### src/inc/sample_map_pkg.sv
// sample mapper package: frame layouts, lane counts and mode codes
// assumes one frame of samples per frame clock, lane words sent msb first
package sample_map_pkg;

  // converter and lane geometry
  localparam int NUM_CH = 4;              // channels a, b, c, d
  localparam int SAMP_PER_CH = 10;        // most samples of one channel per frame
  localparam int SAMP_W = 12;             // converter resolution
  localparam int NUM_LANES = 8;           // serial lane drivers
  localparam int LANE_W = 64;             // widest lane frame, eight octets
  localparam int MODE_W = 4;              // width of the link mode setting
  localparam int TAIL_W = 4;              // tail bits of the 12-bit eight-lane mode

  // link mode codes
  localparam logic [3:0] MODE_12B_8L = 4'h0;
  localparam logic [3:0] MODE_12B_6L = 4'h1;
  localparam logic [3:0] MODE_8B_4L = 4'h2;
  localparam logic [3:0] MODE_10B_4L = 4'h3;
  localparam logic [3:0] MODE_12B_3L_66 = 4'h4;
  localparam logic [3:0] MODE_8B_2L_66 = 4'h5;
  localparam logic [3:0] MODE_12B_6L_66 = 4'h6;
  localparam logic [3:0] MODE_8B_4L_66 = 4'h7;
  localparam logic [3:0] MODE_LAST = 4'h7; // highest mode this mapper packs

  // active lane masks, lowest lanes first
  localparam logic [7:0] LANES_8 = 8'hFF;
  localparam logic [7:0] LANES_6 = 8'h3F;
  localparam logic [7:0] LANES_4 = 8'h0F;
  localparam logic [7:0] LANES_3 = 8'h07;
  localparam logic [7:0] LANES_2 = 8'h03;
  localparam logic [7:0] LANES_0 = 8'h00;

  // reset values
  localparam logic RST_VALID = 1'b0;
  localparam logic RST_READY = 1'b0;

  // one frame of samples: ch index 0..3 is a..d, n index is sample time
  typedef logic [SAMP_W-1:0] sample_t;
  typedef struct packed {
    logic [MODE_W-1:0] link_mode_select;
    sample_t [NUM_CH-1:0][SAMP_PER_CH-1:0] ch;
  } samp_frame_t;

  // one packed frame on all lanes, first bit sent is bit LANE_W-1
  typedef struct packed {
    logic [MODE_W-1:0] link_mode_select;
    logic [NUM_LANES-1:0] lane_enable;
    logic [NUM_LANES-1:0][LANE_W-1:0] serial_lane;
  } lane_frame_t;

endpackage : sample_map_pkg

### src/design/sample_mapper.sv
// transport sample mapper: packs one frame of channel samples into lane words
// assumes samples arrive msb-aligned at 12 bits; link layer serialises msb first
`timescale 1ns/1ps

////////////////////////////////////////////////////////////////////////////////
// Operation
// - mode selects one fixed lane arrangement; modes 6 and 7 reuse those of modes 1 and 2
// - arrangement repeats every frame, times advance
// - leftover tail bits always driven zero
// - samples placed msb first, lsb last
// - labels are channel plus in-frame time index
// - mode 0: five samples, four-bit tail
// - mode 1: split pairs over six lanes
// - mode 2: one octet per channel lane
// - mode 3: four 10-bit samples per lane
// - mode 4: A0 B0 C0 D0 over three lanes
// - mode 5: two octets on two lanes
// - mode 6: same split as mode 1
// - mode 7: one octet per channel lane
// - lowest lanes used, upper lanes powered down
module sample_mapper
  import sample_map_pkg::*;
#(
  parameter int LANES = NUM_LANES  // lane drivers present
)
(
  input wire logic mclk,
  input wire logic reset_n,
  input wire samp_frame_t in_frame,
  input wire logic in_valid,
  output logic in_ready,
  output lane_frame_t out_frame,
  output logic out_valid,
  input wire logic out_ready
);

  //////////////////////////////////////////////////////////////////////////////
  // sample views at each resolution
  wire [MODE_W-1:0] mode = in_frame.link_mode_select;  // mode of this frame
  wire [NUM_CH-1:0][7:0] s8;                     // sample 0 cut to 8 bits
  wire [NUM_CH-1:0][39:0] s10x4;                 // samples 0..3 cut to 10 bits
  wire [1:0][47:0] pair_split;                   // two-channel, two-sample streams
  wire [47:0] quad_split;                        // sample 0 of all four channels
  wire [NUM_LANES-1:0][LANE_W-1:0] mapped;       // lane words for this mode
  logic [NUM_LANES-1:0] lane_mask;               // lanes in use for this mode

  // per-channel views; upper bits kept so the msb leads
  genvar c;
  generate
    for (c = 0; c < NUM_CH; c++)
    begin : g_ch
      assign s8[c] = in_frame.ch[c][0][11:4];
      assign s10x4[c] = {in_frame.ch[c][0][11:2], in_frame.ch[c][1][11:2],
                         in_frame.ch[c][2][11:2], in_frame.ch[c][3][11:2]};
    end
  endgenerate

  // bit streams cut into 16-bit lanes for the split modes
  assign pair_split[0] = {in_frame.ch[0][0], in_frame.ch[0][1],
                          in_frame.ch[1][0], in_frame.ch[1][1]};
  assign pair_split[1] = {in_frame.ch[2][0], in_frame.ch[2][1],
                          in_frame.ch[3][0], in_frame.ch[3][1]};
  assign quad_split = {in_frame.ch[0][0], in_frame.ch[1][0],
                       in_frame.ch[2][0], in_frame.ch[3][0]};

  //////////////////////////////////////////////////////////////////////////////
  // lane use per mode, lowest lanes first
  always_comb
  begin
    case (mode)
      MODE_12B_8L: lane_mask = LANES_8;
      MODE_12B_6L, MODE_12B_6L_66: lane_mask = LANES_6;
      MODE_8B_4L, MODE_10B_4L, MODE_8B_4L_66: lane_mask = LANES_4;
      MODE_12B_3L_66: lane_mask = LANES_3;
      MODE_8B_2L_66: lane_mask = LANES_2;
      default: lane_mask = LANES_0;  // unsupported mode: all lanes down
    endcase
  end

  //////////////////////////////////////////////////////////////////////////////
  // per-lane word for each mode, left-aligned, unused low bits zero
  genvar l;
  generate
    for (l = 0; l < NUM_LANES; l++)
    begin : g_lane
      localparam int CH0 = l / 2;      // channel of an eight-lane lane
      localparam int PAR = l % 2;      // even or odd sample times
      localparam int GRP = (l / 3) % 2; // channel pair of a split lane
      localparam int SEG = l % 3;      // 16-bit slice of a split stream
      wire [LANE_W-1:0] w_m0;          // five samples plus tail
      wire [LANE_W-1:0] w_m16;         // split mode slice
      wire [LANE_W-1:0] w_m4;          // four-channel split slice
      wire [LANE_W-1:0] w_m8;          // one octet
      wire [LANE_W-1:0] w_m10;         // four 10-bit samples
      wire [LANE_W-1:0] w_m5;          // two octets
      wire [LANE_W-1:0] w_sel;         // word of the selected mode

      assign w_m0 = {in_frame.ch[CH0][PAR], in_frame.ch[CH0][PAR+2],
                     in_frame.ch[CH0][PAR+4], in_frame.ch[CH0][PAR+6],
                     in_frame.ch[CH0][PAR+8], {TAIL_W{1'b0}}};
      assign w_m16 = {pair_split[GRP][47-16*SEG -: 16], 48'h0000_0000_0000};
      assign w_m4 = {quad_split[47-16*SEG -: 16], 48'h0000_0000_0000};
      assign w_m8 = {s8[l % NUM_CH], 56'h00_0000_0000_0000};
      assign w_m10 = {s10x4[l % NUM_CH], 24'h00_0000};
      assign w_m5 = {s8[2*(l % 2)], s8[2*(l % 2)+1], 48'h0000_0000_0000};

      // mode decode, one arrangement each
      assign w_sel = (mode == MODE_12B_8L) ? w_m0 :
                     (mode == MODE_12B_6L || mode == MODE_12B_6L_66) ? w_m16 :
                     (mode == MODE_8B_4L || mode == MODE_8B_4L_66) ? w_m8 :
                     (mode == MODE_10B_4L) ? w_m10 :
                     (mode == MODE_12B_3L_66) ? w_m4 :
                     (mode == MODE_8B_2L_66) ? w_m5 : '0;
      assign mapped[l] = (lane_mask[l] && l < LANES) ? w_sel : '0;
    end
  endgenerate

  //////////////////////////////////////////////////////////////////////////////
  // two-entry buffer: output stage plus skid stage
  lane_frame_t head_r;      // frame on the outputs
  lane_frame_t skid_r;      // frame caught while stalled
  logic head_valid_r;       // output stage full
  logic skid_valid_r;       // skid stage full
  logic in_ready_r;         // room for one more frame
  lane_frame_t packed_in;   // freshly mapped frame
  wire take = in_valid && in_ready_r;              // frame accepted
  wire drain = !head_valid_r || out_ready;         // output stage free
  wire skid_valid_nxt = drain ? 1'b0 : (skid_valid_r || take);
  wire head_valid_nxt = drain ? (skid_valid_r || take) : 1'b1;

  assign packed_in.link_mode_select = mode;
  assign packed_in.lane_enable = lane_mask;
  assign packed_in.serial_lane = mapped;

  // buffer control flags
  always_ff @(posedge mclk or negedge reset_n)
  begin
    if (!reset_n)
    begin
      head_valid_r <= RST_VALID;
      skid_valid_r <= RST_VALID;
      in_ready_r <= RST_READY;
    end
    else
    begin
      head_valid_r <= head_valid_nxt;
      skid_valid_r <= skid_valid_nxt;
      in_ready_r <= !skid_valid_nxt;  // stall reaches the source
    end
  end

  // buffer data: skid drains first so frame order holds
  always_ff @(posedge mclk or negedge reset_n)
  begin
    if (!reset_n)
    begin
      head_r <= '0;
      skid_r <= '0;
    end
    else
    begin
      if (drain && skid_valid_r)
        head_r <= skid_r;
      else if (drain && take)
        head_r <= packed_in;
      if (!drain && take)
        skid_r <= packed_in;
    end
  end

  assign out_frame = head_r;
  assign out_valid = head_valid_r;
  assign in_ready = in_ready_r;

  //////////////////////////////////////////////////////////////////////////////
  // checks
  wire direct = take && drain && !skid_valid_r;  // frame goes straight out

  property p_direct_out;
    @(posedge mclk) disable iff (!reset_n)
    direct |=> out_valid && out_frame == $past(packed_in);
  endproperty
  a_direct_out: assert property (p_direct_out)
    else $error("accepted frame not on outputs next cycle");

  property p_mode0_lane1;
    @(posedge mclk) disable iff (!reset_n)
    direct && mode == MODE_12B_8L |=>
      out_frame.serial_lane[1] == {$past(in_frame.ch[0][1]), $past(in_frame.ch[0][3]),
        $past(in_frame.ch[0][5]), $past(in_frame.ch[0][7]), $past(in_frame.ch[0][9]), 4'h0};
  endproperty
  a_mode0_lane1: assert property (p_mode0_lane1)
    else $error("mode 0 lane 1 not odd channel a samples");

  property p_tail_zero;
    @(posedge mclk) disable iff (!reset_n)
    out_valid && out_frame.link_mode_select == MODE_12B_8L |->
      out_frame.serial_lane[7][3:0] == 4'h0 && out_frame.serial_lane[4][3:0] == 4'h0;
  endproperty
  a_tail_zero: assert property (p_tail_zero)
    else $error("tail bits not zero");

  property p_mode1_lane1;
    @(posedge mclk) disable iff (!reset_n)
    direct && mode == MODE_12B_6L |=>
      out_frame.serial_lane[1][63:48] ==
        {$past(in_frame.ch[0][1][7:0]), $past(in_frame.ch[1][0][11:4])};
  endproperty
  a_mode1_lane1: assert property (p_mode1_lane1)
    else $error("mode 1 lane 1 split wrong");

  property p_mode6_lane4;
    @(posedge mclk) disable iff (!reset_n)
    direct && mode == MODE_12B_6L_66 |=>
      out_frame.serial_lane[4][63:48] ==
        {$past(in_frame.ch[2][1][7:0]), $past(in_frame.ch[3][0][11:4])};
  endproperty
  a_mode6_lane4: assert property (p_mode6_lane4)
    else $error("mode 6 lane 4 split wrong");

  property p_mode2_lane3;
    @(posedge mclk) disable iff (!reset_n)
    direct && mode == MODE_8B_4L |=>
      out_frame.serial_lane[3][63:56] == $past(in_frame.ch[3][0][11:4]);
  endproperty
  a_mode2_lane3: assert property (p_mode2_lane3)
    else $error("mode 2 lane 3 not channel d");

  property p_mode3_lane2;
    @(posedge mclk) disable iff (!reset_n)
    direct && mode == MODE_10B_4L |=>
      out_frame.serial_lane[2][33:24] == $past(in_frame.ch[2][3][11:2]);
  endproperty
  a_mode3_lane2: assert property (p_mode3_lane2)
    else $error("mode 3 lane 2 last sample wrong");

  property p_mode4_lane2;
    @(posedge mclk) disable iff (!reset_n)
    direct && mode == MODE_12B_3L_66 |=>
      out_frame.serial_lane[2][63:48] ==
        {$past(in_frame.ch[2][0][3:0]), $past(in_frame.ch[3][0])};
  endproperty
  a_mode4_lane2: assert property (p_mode4_lane2)
    else $error("mode 4 lane 2 wrong");

  property p_mode5_lane1;
    @(posedge mclk) disable iff (!reset_n)
    direct && mode == MODE_8B_2L_66 |=>
      out_frame.serial_lane[1][63:48] ==
        {$past(in_frame.ch[2][0][11:4]), $past(in_frame.ch[3][0][11:4])};
  endproperty
  a_mode5_lane1: assert property (p_mode5_lane1)
    else $error("mode 5 lane 1 wrong");

  property p_mode7_lane0;
    @(posedge mclk) disable iff (!reset_n)
    direct && mode == MODE_8B_4L_66 |=>
      out_frame.serial_lane[0] == {$past(in_frame.ch[0][0][11:4]), 56'h00_0000_0000_0000};
  endproperty
  a_mode7_lane0: assert property (p_mode7_lane0)
    else $error("mode 7 lane 0 wrong");

  property p_lanes_down;
    @(posedge mclk) disable iff (!reset_n)
    out_valid && !out_frame.lane_enable[5] |-> out_frame.serial_lane[5] == '0;
  endproperty
  a_lanes_down: assert property (p_lanes_down)
    else $error("powered down lane carries data");

  property p_hold_stall;
    @(posedge mclk) disable iff (!reset_n)
    out_valid && !out_ready |=> out_valid && $stable(out_frame);
  endproperty
  a_hold_stall: assert property (p_hold_stall)
    else $error("frame changed while stalled");

endmodule : sample_mapper

### config.mk
export PLATFORM = sky130hd
export DESIGN_NAME = sample_mapper
export DESIGN_NICKNAME = d
export VERILOG_FILES = /design/src/inc/sample_map_pkg.sv /design/src/design/sample_mapper.sv
export SDC_FILE = /design/constraint.sdc
export NUM_CORES = 2
export LEC_CHECK = 0
export BUFFER_PORTS_ARGS = -buffer_cell sky130_fd_sc_hd__buf_2
export CORE_AREA = 10 10 391 393
export DETAILED_ROUTE_END_ITERATION = 8
export DIE_AREA = 0 0 401 403
export SLEW_MARGIN = 20
export SYNTH_ARGS = -nofsm -noshare
export SYNTH_HDL_FRONTEND = slang
export SYNTH_SLANG_ARGS = --single-unit
### constraint.sdc
create_clock -name mclk -period 2.2 [get_ports mclk]
set_input_delay 0.66 -clock mclk [delete_from_list [all_inputs] [get_ports mclk]]
set_output_delay 0.66 -clock mclk [all_outputs]
set_load 0.02 [all_outputs]
-- Word-level counts from Yosys, hierarchy flattened
Memory sizes are Yosys's and may differ from the RTL's.
Index checks and enable logic that the tools add are counted.
- flip-flop bits (word level): 1051
- memory bits (read-only): 48
- memories: 1
- word-level logic and storage cells: 97
- equal/unequal tests: 7
- reductions and logical operators: 13
- mux-type cells: 53
- memories (memory ; words ; width ; rd ports ; clocked after Yosys merged registers in ; write ports ; line ; text):
    (name not given) ; 8 ; 6 ; 1 ; 0 ; 0 ; sample_mapper.sv:70 ; case (mode)
- operators with widths (operator ; count):
    64-bit two-way mux ; 48
    524-bit two-way mux ; 2
    4-bit by 3-bit == test with 1-bit output (second input constant) ; 4
    4-bit by 2-bit == test with 1-bit output (second input constant) ; 2
    8-bit two-way mux ; 1
    4-bit by 1-bit == test with 1-bit output (second input constant) ; 1
    1-bit logical AND ; 4
    4-bit logical NOT ; 1
    1-bit logical OR ; 4
    1-bit logical NOT ; 3
    1-bit two-way mux ; 2
    2-bit nonzero test ; 1

-- Longest topological paths before layout
- word-level depth: 10
- gate-level depth with buffers: 9
- depth with buffers taken out: 5

-- Least setup slack after synthesis
Ideal clock, no wire load.
- kind: in2reg
- start: input port in_frame[481] (netlist bit)
- end: register head_r, in the netlist out_frame[310]
- stages: 7
- arrival: 2049 ps
- setup time: 87 ps
- setup slack: 64 ps
- required time: 2113 ps
- cell sequence: buf_4 -> buf_6 -> o21bai_1 -> a2111oi_0 -> a221oi_1 -> a211o_1 -> a211oi_2
- word-level cells in the longest chain between the ends: 10
- elaborated cells on any way between the ends: 21
- classes of those cells: eq/ne (7); mux (10); reduce/logical (3); memory (1)
- RTL lines (item ; line ; text):
    start: declaration ; sample_mapper.sv:29 ; input wire samp_frame_t in_frame,
    4-bit by 3-bit == test with 1-bit output ; sample_mapper.sv:113 ; (mode == MODE_8B_2L_66) ? w_m5 : '0;
    64-bit two-way mux ; sample_mapper.sv:113 ;
    64-bit two-way mux ; sample_mapper.sv:112 ; (mode == MODE_12B_3L_66) ? w_m4 :
    64-bit two-way mux ; sample_mapper.sv:111 ; (mode == MODE_10B_4L) ? w_m10 :
    64-bit two-way mux ; sample_mapper.sv:110 ; (mode == MODE_8B_4L || mode == MODE_8B_4L_66) ? w_m8 :
    64-bit two-way mux ; sample_mapper.sv:109 ; (mode == MODE_12B_6L || mode == MODE_12B_6L_66) ? w_m16 :
    64-bit two-way mux ; sample_mapper.sv:108 ; assign w_sel = (mode == MODE_12B_8L) ? w_m0 :
    64-bit two-way mux (*) ; sample_mapper.sv:114 ; assign mapped[l] = (lane_mask[l] && l < LANES) ? w_sel : '0;
    524-bit two-way mux (*) ; sample_mapper.sv:164 ; else if (drain && take)
    524-bit two-way mux (*) ; sample_mapper.sv:162 ; if (drain && skid_valid_r)
    end signal: assignment ; sample_mapper.sv:163 ; head_r <= skid_r;
    end signal: assignment ; sample_mapper.sv:165 ; head_r <= packed_in;
    end: declaration ; sample_mapper.sv:120 ; lane_frame_t head_r;
Mark *: on every way between the ends. The rest lies on a longest branch, timed or not. The select of a mux whose other input is x is not followed.
A chain may end at the register's enable or synchronous reset.

-- Worst setup path after layout
- start: register head_r, in the netlist out_frame[251]
- end: output port out_frame[251] (netlist bit)
- RTL lines (item ; line ; text):
    end: declaration ; sample_mapper.sv:32 ; output lane_frame_t out_frame,
No word-level cell between the ends.

==> flow_summary.toml <==
[synthesis]
synth.area.top_cells = "dfrtp_1, a221oi_1, nand2_1"
synth_edf_count = 0
netlist_instances = 5041
synth-seq-cells = 981
netlist_area_um2 = 46600
ys_seq_area_frac = 0.527
synth.distinct_cells = 64
synthArstFlopShare = 1.00
synth.avg_cell_area_um2 = 9.25
yosys_most_used_dff = "dfrtp_1"
synth.top_cell.area_share = 0.527
synth_top_area_cell = "dfrtp_1"
yosysWarnings = 0

[layout]
layout_common_cells = "dfrtp_1, buf_2, nand2_1"
area_growth_pct = 31.0
drive_gt1_frac = 0.275
final_common_cell = "dfrtp_1"
finalNetCount = 6661

[floorplan]
start_util = 0.321
rows = 140
core_um2 = 145000
dieArea_um2 = 162000
fp.dieH_um = 403
pin_count = 1014
die_w_um = 401

[global_route]
antenna_found_initial = 41
track_usage = 0.253
grt_pass1_vias = 44700
grt_max_degree = 120
grt_pass1_wl_um = 310000
overflow = 0

[critical_path]
crit_path_start_kind = "flip-flop"
cp_num_buf_inv = 1
crit_family = "flip-flops"
worstPathRequired_ns = 1.54
path_class = "flip-flop to output pin"
cpPeakStageDelay_ns = 0.48
path_cells = "buf_2"
critPathCaptureType = "output pin"
path_max_fanout = 2
critPathArrivalTime_ns = 1.47
cp_slowest_cell = "dfrtp_1"

[placement]
hpwl_um = 163000
place_ws_ns = -0.429
numPortBuffers = 981
place.gp.congestion = 0.956

[routing]
viasPerCell = 5.41
post_drt_wl_per_cell_um = 26.0
drtIter0Drc = 3680
drc = 0
finalWirelength_um = 213000
vias = 44300
drtAntennaViolNets = 0
firstDrtPassIters = 5

[clock_tree]
cts_tree = "built"
clk_latency_ns = 0.76
cts.sinks = 981
root_buffer = "clkbuf_16"
clk_pin_slew_ns = 0.07
ctsLongestPathBuffers = 3
cts-buffers-inserted = 111
postCtsSetupBuffers = 0
cts.htree.levels = 3

[sta]
worstMarginPinSlew_ns = 0.823
grt_setup_unrepaired = "false"
final_hold_viol_count = 0
fin_crit_sh = 0.967
fin_skew_ns = 0.0496
max_clock_freq_mhz = 470
finalWorstSetupSlack_ns = 0.0723
layout_min_cycle_time_ns = 2.13
setup_tns_ns = 0
max_slew_margin = 0.451
drv_slew = 0
finalSetupViolCount = 0

[outcome]
outcome = "finished clean"

[min_path]
min_path_type = "primary input to flip-flop"

[power]
ir_drop_v = 0.000716
powerDensity_nw_per_um2 = 895
p_leak_nw = 30.4

[run]
maxCapViolCount = 0
==> power breakdown <==
group / internal [mW] / switching [mW]
Combinational: 4.44 / 8.96
Sequential: 20.4 / 1.47
Clock: 11.2 / 8.21
==> logic make-up (layout without fill, tap and decap cells) <==
kind of cell | after synthesis | in the layout | share of synthesized area
buffers and inverters | 919 | 2107 | 0.0812
AND/OR/NAND/NOR | 1215 | 1215 | 0.107
other | 1 | 43 | 0.0000804
multiplexers | 24 | 24 | 0.00582
flip-flops | 981 | 981 | 0.527
AO/OA/AOI/OAI | 1901 | 1901 | 0.279
==> area by class of cell <==
type	count	area, um2
Tap cell	1917	2400
Inverter	406	1530
Fill cell	14400	84000
Clock buffer	148	3110
Sequential cell	981	24600
Multi-Input combinational cell	3172	18500
Antenna cell	11	27.5
Timing Repair Buffer	1501	10300
Clock inverter	52	679
==> path summary, 6_finish.rpt <==
check                                           start                          to  slack (ns)  cells after the start
setup / recovery           out_frame[251]$_DFFE_PN0P_              out_frame[251]        0.07                      1
hold / removal                          in_frame[397]     skid_r[489]$_DFFE_PN0P_        0.17                      3
setup reg to reg               skid_valid_r$_DFF_PN0_   out_frame[46]$_DFFE_PN0P_        0.20                      6
hold reg to reg            out_frame[490]$_DFFE_PN0P_  out_frame[490]$_DFFE_PN0P_        0.47                      1
max in group asynchronous                     reset_n     skid_r[179]$_DFFE_PN0P_        0.90                      4
min in group asynchronous                     reset_n   out_frame[24]$_DFFE_PN0P_        0.39                      2
==> per-stage QoR <==
step           utilization  instances  cell area [um2]  power (mW)  hold slack (ns)
6_report             0.421       8188            61100        54.7            0.167
5_1_grt              0.421       8180            61100        57.1            0.154
4_1_cts              0.421       8177            61100        55.3           0.0998
3_5_place_dp         0.395       7976            57300        35.6            0.460
3_3_place_gp         0.395       7976            57300        35.4            0.454
2_1_floorplan            -       5072            46700        28.4            0.364
==> sequential cells by signal, summed over array words and instances (netlist names) <==
register      flops
out_valid         1
in_ready          1
skid_valid_r      1
skid_r          489
out_frame       489
==> routing by layer <==
| layer | vias up | wire length, um | global-route usage |
|---|---|---|---|
| met5 | - | 214 | 0 |
| met4 | 30 | 10300 | 0.115 |
| met3 | 424 | 17900 | 0.0708 |
| met2 | 1774 | 97100 | 0.401 |
| met1 | 22100 | 87300 | 0.321 |
| li1 | 20000 | - | - |
==> what timing repair did <==
action                                  in CTS  in global routing
hold endpoints to repair                     5                  0
resized for setup                            2                  0
hold buffers                                 1                  0
endpoints found under the setup margin       2                  0
==> synthesized netlist by cell type (7+ instances only) <==
library cell and number:
a211oi_1 56, o22ai_1 40, and2_1 10, a221oi_1 398
clkbuf_1 332, o21a_1 11, nor3_1 96, buf_2 119
o41ai_1 8, and3_1 14, o31ai_1 12, a311o_1 11
nand2b_1 39, o221ai_1 12, a211oi_2 7, a221o_1 14
a31oi_1 8, a21oi_1 97, nor2b_1 20, a31o_1 7
dfrtp_1 981, a21o_1 395, mux2_2 15, a2111oi_0 9
a32oi_1 7, inv_1 405, nand3_1 8, buf_1 14
o2111ai_1 7, buf_4 46, o21ai_1 37, nand2_1 893
nor2_1 116, a22oi_1 112, mux2i_1 8, o21ai_0 617
Note: power is estimated with default switching activity, not from simulation.
